===== config.mk =====
export PLATFORM = sky130hd
export DESIGN_NAME = frx_exec
export DESIGN_NICKNAME = d
export VERILOG_FILES = /design/src/common/frx_pkg.sv /design/src/frx_alu.sv /design/src/frx_exec.sv
export SDC_FILE = /design/constraint.sdc
export NUM_CORES = 1
export LEC_CHECK = 0
export ABC_AREA = 1
export ABC_CLOCK_PERIOD_IN_PS = 3000
export BUFFER_PORTS_ARGS = -buffer_cell sky130_fd_sc_hd__buf_2
export CORE_MARGIN = 2
export CORE_UTILIZATION = 49
export CTS_CLUSTER_DIAMETER = 60
export DETAILED_ROUTE_END_ITERATION = 10
export PLACE_DENSITY = 0.79
export SYNTH_ARGS = -nofsm -noshare
export SYNTH_HDL_FRONTEND = slang
export SYNTH_SLANG_ARGS = --single-unit

===== constraint.sdc =====
create_clock -name clk -period 3 [get_ports clk]
set_input_delay 0.3 -clock clk [delete_from_list [all_inputs] [get_ports clk]]
set_output_delay 0.3 -clock clk [all_outputs]
set_load 0.02 [all_outputs]

===== src/common/frx_pkg.sv =====
// Constants and types shared by the file register execute stage.
// Assumes a 12-bit instruction word and an 8-bit data path.
package frx_pkg;

  localparam int INSTR_W = 12;
  localparam int DATA_W = 8;
  localparam int FADDR_W = 5;
  localparam int PC_W = 11;
  localparam int JUMP_W = 9;
  localparam int STATUS_W = 8;

  // Field positions inside the instruction word.
  localparam int FADDR_LSB = 0;
  localparam int DEST_BIT = 5;
  localparam int LIT_LSB = 0;
  localparam int JUMP_LSB = 0;
  // Page select bits inside the status register.
  localparam int PAGE_HI = 6;
  localparam int PAGE_LO = 5;

  localparam logic [DATA_W-1:0] DATA_ZERO = 8'h00;
  localparam logic [DATA_W-1:0] DATA_ONE = 8'h01;
  localparam logic [PC_W-1:0] PC_RESET = 11'h000;

  // Opcode match patterns: the instruction is masked and then compared.
  localparam logic [INSTR_W-1:0] MASK_FILE_OP = 12'hFE0;
  localparam logic [INSTR_W-1:0] MASK_FILE_D = 12'hFC0;
  localparam logic [INSTR_W-1:0] MASK_JUMP = 12'hE00;
  localparam logic [INSTR_W-1:0] MASK_LIT = 12'hF00;
  localparam logic [INSTR_W-1:0] CODE_CLEAR = 12'h060;
  localparam logic [INSTR_W-1:0] CODE_INVERT = 12'h240;
  localparam logic [INSTR_W-1:0] CODE_DEC = 12'h0C0;
  localparam logic [INSTR_W-1:0] CODE_DEC_SKIP = 12'h2C0;
  localparam logic [INSTR_W-1:0] CODE_INC = 12'h280;
  localparam logic [INSTR_W-1:0] CODE_INC_SKIP = 12'h3C0;
  localparam logic [INSTR_W-1:0] CODE_JUMP = 12'hA00;
  localparam logic [INSTR_W-1:0] CODE_OR_LIT = 12'hD00;

  typedef enum logic [3:0] {
    FRX_OP_NONE = 4'h0,
    FRX_OP_CLEAR = 4'h1,
    FRX_OP_INVERT = 4'h2,
    FRX_OP_DEC = 4'h3,
    FRX_OP_DEC_SKIP = 4'h4,
    FRX_OP_INC = 4'h5,
    FRX_OP_INC_SKIP = 4'h6,
    FRX_OP_JUMP = 4'h7,
    FRX_OP_OR_LIT = 4'h8
  } frx_op_t;

  typedef enum logic [0:0] {
    FRX_ST_EXEC = 1'b0,
    FRX_ST_FLUSH = 1'b1
  } frx_state_t;

endpackage : frx_pkg


===== src/frx_alu.sv =====
// Result unit of the file register execute stage.
// Purely combinational; the caller registers what it needs.
`timescale 1ns/1ns
module frx_alu (
  input wire frx_pkg::frx_op_t op,
  input wire logic [frx_pkg::DATA_W-1:0] file_value,
  input wire logic [frx_pkg::DATA_W-1:0] accum_value,
  input wire logic [frx_pkg::DATA_W-1:0] literal,
  output logic [frx_pkg::DATA_W-1:0] result,
  output logic result_is_null
);

  always_comb begin
    unique case (op)
      frx_pkg::FRX_OP_CLEAR: result = frx_pkg::DATA_ZERO;
      frx_pkg::FRX_OP_INVERT: result = ~file_value;
      frx_pkg::FRX_OP_DEC, frx_pkg::FRX_OP_DEC_SKIP: result = file_value - frx_pkg::DATA_ONE;
      frx_pkg::FRX_OP_INC, frx_pkg::FRX_OP_INC_SKIP: result = file_value + frx_pkg::DATA_ONE;
      frx_pkg::FRX_OP_OR_LIT: result = accum_value | literal;
      default: result = frx_pkg::DATA_ZERO;
    endcase
  end

  assign result_is_null = (result == frx_pkg::DATA_ZERO);

endmodule : frx_alu


===== src/frx_exec.sv =====
// Execute stage for clear, invert, decrement, increment (with and without skip),
// absolute jump and OR of a literal into the accumulator.
// Assumes the fetch stage presents one instruction per clock and the file register
// array answers a read combinationally on the same clock.
//
// Functional notes
// - Clearing writes zero into the addressed file register and sets the null flag.
// - Invert complements the file value and stores it by the destination bit, updating the null flag.
// - Decrement subtracts one, stores by the destination bit and updates the null flag.
// - Decrement with skip stores its result by the destination bit and leaves the null flag alone.
// - A zero result of decrement with skip discards the fetched next instruction, taking two cycles.
// - The jump loads its nine bit operand into program counter bits 8 to 0.
// - The jump copies status bits 6 and 5 into program counter bits 10 and 9.
// - The jump always takes two cycles, the second flushing the fetched sequential instruction.
// - Both increments add one and store by the destination bit, and only the plain one updates the null flag.
// - A zero result of increment with skip discards the fetched next instruction, taking two cycles.
// - OR of a literal combines the accumulator with an 8-bit literal and updates the null flag.
`timescale 1ns/1ns
module frx_exec (
  input wire logic clk,
  input wire logic reset,
  input wire logic instr_valid,
  input wire logic [frx_pkg::INSTR_W-1:0] instr,
  input wire logic [frx_pkg::STATUS_W-1:0] status_in,
  input wire logic [frx_pkg::DATA_W-1:0] file_rdata,
  output logic [frx_pkg::FADDR_W-1:0] file_addr,
  output logic file_we,
  output logic [frx_pkg::FADDR_W-1:0] file_waddr,
  output logic [frx_pkg::DATA_W-1:0] file_wdata,
  output logic [frx_pkg::DATA_W-1:0] accum_reg,
  output logic result_null_flag,
  output logic pc_load,
  output logic [frx_pkg::PC_W-1:0] pc_target,
  output logic discard_fetched
);

  ////////////////////////////////////////////////////////////////////////////////
  // Decode.

  function automatic frx_pkg::frx_op_t decode_op(input logic [frx_pkg::INSTR_W-1:0] word);
    frx_pkg::frx_op_t op;
    op = frx_pkg::FRX_OP_NONE;
    if ((word & frx_pkg::MASK_FILE_OP) == frx_pkg::CODE_CLEAR) begin
      op = frx_pkg::FRX_OP_CLEAR;
    end else if ((word & frx_pkg::MASK_FILE_D) == frx_pkg::CODE_INVERT) begin
      op = frx_pkg::FRX_OP_INVERT;
    end else if ((word & frx_pkg::MASK_FILE_D) == frx_pkg::CODE_DEC) begin
      op = frx_pkg::FRX_OP_DEC;
    end else if ((word & frx_pkg::MASK_FILE_D) == frx_pkg::CODE_DEC_SKIP) begin
      op = frx_pkg::FRX_OP_DEC_SKIP;
    end else if ((word & frx_pkg::MASK_FILE_D) == frx_pkg::CODE_INC) begin
      op = frx_pkg::FRX_OP_INC;
    end else if ((word & frx_pkg::MASK_FILE_D) == frx_pkg::CODE_INC_SKIP) begin
      op = frx_pkg::FRX_OP_INC_SKIP;
    end else if ((word & frx_pkg::MASK_JUMP) == frx_pkg::CODE_JUMP) begin
      op = frx_pkg::FRX_OP_JUMP;
    end else if ((word & frx_pkg::MASK_LIT) == frx_pkg::CODE_OR_LIT) begin
      op = frx_pkg::FRX_OP_OR_LIT;
    end
    return op;
  endfunction : decode_op

  frx_pkg::frx_state_t state;
  frx_pkg::frx_state_t next_state;
  frx_pkg::frx_op_t op;
  logic execute;
  logic dest_file;
  logic [frx_pkg::DATA_W-1:0] literal;
  logic [frx_pkg::DATA_W-1:0] result;
  logic result_is_null;
  logic is_skip_op;
  logic writes_file;
  logic writes_accum;
  logic updates_null;
  logic take_skip;
  logic take_jump;
  logic [frx_pkg::PC_W-1:0] jump_address;

  // An instruction arriving in the flush cycle is the discarded one and acts as a no-operation.
  assign execute = instr_valid && (state == frx_pkg::FRX_ST_EXEC);
  assign op = execute ? decode_op(instr) : frx_pkg::FRX_OP_NONE;
  assign dest_file = instr[frx_pkg::DEST_BIT];
  assign literal = instr[frx_pkg::LIT_LSB +: frx_pkg::DATA_W];
  assign file_addr = instr[frx_pkg::FADDR_LSB +: frx_pkg::FADDR_W];

  assign is_skip_op = (op == frx_pkg::FRX_OP_DEC_SKIP) || (op == frx_pkg::FRX_OP_INC_SKIP);
  assign writes_file = (op == frx_pkg::FRX_OP_CLEAR) ||
    (dest_file && (op inside {frx_pkg::FRX_OP_INVERT, frx_pkg::FRX_OP_DEC, frx_pkg::FRX_OP_DEC_SKIP,
    frx_pkg::FRX_OP_INC, frx_pkg::FRX_OP_INC_SKIP}));
  assign writes_accum = (op == frx_pkg::FRX_OP_OR_LIT) ||
    (!dest_file && (op inside {frx_pkg::FRX_OP_INVERT, frx_pkg::FRX_OP_DEC, frx_pkg::FRX_OP_DEC_SKIP,
    frx_pkg::FRX_OP_INC, frx_pkg::FRX_OP_INC_SKIP}));
  assign updates_null = op inside {frx_pkg::FRX_OP_CLEAR, frx_pkg::FRX_OP_INVERT, frx_pkg::FRX_OP_DEC,
    frx_pkg::FRX_OP_INC, frx_pkg::FRX_OP_OR_LIT};
  assign take_skip = is_skip_op && result_is_null;
  assign take_jump = (op == frx_pkg::FRX_OP_JUMP);
  assign jump_address = {status_in[frx_pkg::PAGE_HI:frx_pkg::PAGE_LO],
    instr[frx_pkg::JUMP_LSB +: frx_pkg::JUMP_W]};
  assign next_state = (take_skip || take_jump) ? frx_pkg::FRX_ST_FLUSH : frx_pkg::FRX_ST_EXEC;
  assign discard_fetched = (state == frx_pkg::FRX_ST_FLUSH);

  frx_alu u_alu (
    .op(op),
    .file_value(file_rdata),
    .accum_value(accum_reg),
    .literal(literal),
    .result(result),
    .result_is_null(result_is_null)
  );

  ////////////////////////////////////////////////////////////////////////////////
  // Registers.

  always_ff @(posedge clk) begin
    if (reset) begin
      state <= frx_pkg::FRX_ST_EXEC;
    end else begin
      state <= next_state;
    end
  end

  always_ff @(posedge clk) begin
    if (reset) begin
      file_we <= 1'b0;
      file_waddr <= '0;
      file_wdata <= frx_pkg::DATA_ZERO;
    end else begin
      file_we <= writes_file;
      file_waddr <= file_addr;
      file_wdata <= result;
    end
  end

  always_ff @(posedge clk) begin
    if (reset) begin
      accum_reg <= frx_pkg::DATA_ZERO;
      result_null_flag <= 1'b0;
    end else begin
      if (writes_accum) begin
        accum_reg <= result;
      end
      if (updates_null) begin
        result_null_flag <= result_is_null;
      end
    end
  end

  always_ff @(posedge clk) begin
    if (reset) begin
      pc_load <= 1'b0;
      pc_target <= frx_pkg::PC_RESET;
    end else begin
      pc_load <= take_jump;
      if (take_jump) begin
        pc_target <= jump_address;
      end
    end
  end
endmodule : frx_exec


==> impl_metrics.json <==
{
  "status": "completed",
  "syn_nets": 314,
  "fill_cells": 381,
  "synthTopCellsByArea": "dfxtp_1, nand2_1, o21ai_0",
  "pwr-share-seq_pct": 46.2,
  "crit_top_cell": "nand2_1",
  "area_growth_pct": 26.5,
  "setup_ws_ns": 0.306,
  "syn_avg_cell_area_sq_um": 7.17,
  "viasPerCell": 5.10,
  "path_delay_family": "simple AND/OR/NAND/NOR gates",
  "ant_nets": 0,
  "grt_max_degree": 22,
  "skew_ns": 0.00565,
  "dieArea_sq_um": 4560,
  "cp_cell_sequence": "inv_1 -> nand2_1 -> inv_2 -> o21ai_1 -> nor2_4 -> nand2_1 -> nand2_1 -> inv_2 -> fa_1 -> nand3_1 -> nand2_1 -> nand2_1 -> nand2_1 -> a21oi_2 -> xnor2_1 -> nand2_1 -> nand2_1 -> nor2_1 -> nand2_1 -> nor2_1 -> nand2_1 -> o21bai_1",
  "power.share.combinational_pct": 20.5,
  "rrSetupSlack_ns": 0.31,
  "critPathSlowestCell": "fa_1",
  "crit_fanout": 6,
  "nets": 386,
  "fmax_mhz": 371,
  "end_kind": "flop",
  "place_congestion": 0.867,
  "cts-root-buf": "clkbuf_8",
  "drive_above_1_share_pct": 30.7,
  "hold_violations": 0,
  "start_util_pct": 50.2,
  "coreArea_sq_um": 3940,
  "cts_buffers": 5,
  "crit_start": "discard_fetched",
  "ys_seq_area_share_pct": 36.4,
  "finalSetupViolCount": 0,
  "async_flop_share_pct": 0,
  "regArea_sq_um": 721,
  "synth_edf_count": 0,
  "cts_tree": "done",
  "fin_cells": 399,
  "grt-ovfl-total": 0,
  "synth_ff_type": "dfxtp_1",
  "synth_cell_types": 36,
  "antennaDiodeCount": 0,
  "ios": 72,
  "drt_iter0_markers": 137,
  "first_global_vias": 1821,
  "drc": 0,
  "synth_area_sq_um": 1980,
  "vias": 2036,
  "internal-power_uw": 766,
  "p_clk_share_pct": 33.3,
  "post_cts_buffers": 0,
  "die_h_um": 67.6,
  "finalInstanceArea_sq_um": 2500,
  "arrival_ns": 2.92,
  "power.leakage_uw": 0.00135,
  "wire_per_inst_um": 12.1,
  "groute.usage.overall_pct": 22.5,
  "cts.sinks": 36,
  "path_buf_inv": 3,
  "p_sw_share_pct": 29.8,
  "dp_hpwl_um": 3630,
  "clock_tree.htree_level_count": 2,
  "ctsHoldBuffers": 0,
  "largest_register_ff_count": 11,
  "postRouteWirelength_um": 4820,
  "place_worst_setup_slack_ns": -0.0397,
  "relSlewSlack_pct": 61.7,
  "yosysTopAreaCell": "dfxtp_1",
  "grt_pass1_wl_um": 7780,
  "crit_type": "reg2reg",
  "die_w_um": 67.6,
  "slew_violations": 0,
  "post-route-util_pct": 63.5,
  "insertion_delay_ns": 0.29,
  "multi_input_area_sq_um": 1080,
  "p_per_area_nw_per_um2": 435,
  "cts_buffer_depth": 2,
  "fin_crit_ns": 2.69,
  "antenna_found_initial": 0,
  "synth-seq-cells": 36,
  "yosysWarningCount": 0,
  "start_kind": "flop",
  "dpl_cell_area_sq_um": 2380,
  "drtPass1Iterations": 6,
  "period_share_pct": 89.8,
  "numPortBuffers": 65,
  "switching_power_uw": 324,
  "hold_path_class": "in2reg",
  "cap_violations": 0,
  "critPathRequiredTime_ns": 3.22,
  "r2r_start": "discard_fetched",
  "rsz0062_at_grt": "false",
  "ir_worst_vdd_v": 0.000179,
  "min_from": "status_in[6]",
  "placed_cells": 391,
  "syn-instance-count": 276,
  "worstMarginPinSlew_ns": 0.575,
  "synth_top_area_share_pct": 36.4,
  "critPathMaxStageDelay_ns": 0.41,
  "rows": 23,
  "clk_pin_slew_ns": 0.07
}
-- timing repair --
item	CTS	global route
hold endpoints to repair	0	0
resized for setup	0	8
endpoints found under the setup margin	0	4
-- tightest hold or removal path: cells and delay by family --
family,cells,cell delay (ns)
buf+inv,1,0.07
simple gates,2,0.11
-- cell type report --
type                            instances  area share [%]
Clock inverter                          1           0.300
Inverter                               37            5.54
Multi-Input combinational cell        192            43.2
Tap cell                               50            2.50
Timing Repair Buffer                   76            16.3
Clock buffer                            7            3.45
Sequential cell                        36            28.8
-- per-stage QoR --
| step | hold WS, ns | power [uW] | TNS, ns |
|---|---|---|---|
| floorplan | 0.425 | 658 | 0 |
| global placement | 0.486 | 725 | -0.0200 |
| CTS | 0.228 | 1090 | 0 |
| detailed placement | 0.492 | 730 | -0.105 |
| finish | 0.224 | 1090 | 0 |
| global route | 0.248 | 1140 | 0 |
-- power by group through the flow --
| stage | logic (uW) | registers [uW] | clock network [uW] |
|---|---|---|---|
| detailed placement | 216 | 514 | 0 |
| global route | 250 | 506 | 388 |
| finish | 224 | 503 | 363 |
| CTS | 216 | 503 | 368 |
| floorplan | 121 | 537 | 0 |
| global placement | 211 | 514 | 0 |
-- per-layer routing --
metal | vias up | global-route usage (%) | wire length [um]
met5 | - | 0 | 0
met4 | 0 | 8.67 | 105
met3 | 13 | 5.33 | 251
met2 | 50 | 38.4 | 2350
met1 | 936 | 27.2 | 2110
li1 | 1037 | - | -
-- path summary, 6_finish.rpt --
| kind | to | cells past startpoint |
|---|---|---|
| worst min register to register | accum_reg[4] | 2 |
| worst max-delay path | discard_fetched | 22 |
| worst max register to register | discard_fetched | 22 |
| worst min-delay path | pc_target[10] | 3 |
-- cell usage in the layout (no fill, tap or decap), drive strengths merged --
cell / netlist / layout
a211oi: 1 / 1
a21o: 1 / 1
a21oi: 22 / 22
a31oi: 4 / 4
buf: 8 / 76
clkbuf: 3 / 7
clkinvlp: 0 / 1
dfxtp: 36 / 36
fa: 1 / 1
ha: 6 / 6
inv: 37 / 37
nand2: 55 / 55
nand3: 13 / 13
nand3b: 6 / 6
nand4: 3 / 3
nor2: 37 / 37
nor3: 2 / 2
nor3b: 1 / 1
nor4: 1 / 1
o211ai: 1 / 1
o21ai: 31 / 31
o21bai: 2 / 2
xnor2: 4 / 4
xor2: 1 / 1
-- Yosys cell counts (4+ instances only) --
| cell | count |
|---|---|
| ha_1 | 6 |
| inv_1 | 35 |
| nand2_1 | 54 |
| dfxtp_1 | 36 |
| nand3_1 | 11 |
| nor2_2 | 5 |
| xnor2_1 | 4 |
| nor2_1 | 31 |
| buf_4 | 5 |
| a21oi_1 | 22 |
| a31oi_1 | 4 |
| nand3b_1 | 6 |
| o21ai_0 | 27 |
-- cells by family after synthesis --
group,share of synthesized area [%]
fa+ha+maj,4.80
flops,36.4
xor+xnor,2.21
compound gates,18.0
simple gates,28.1
buf+inv,10.6
No activity file was read; power rests on OpenSTA's default activity.
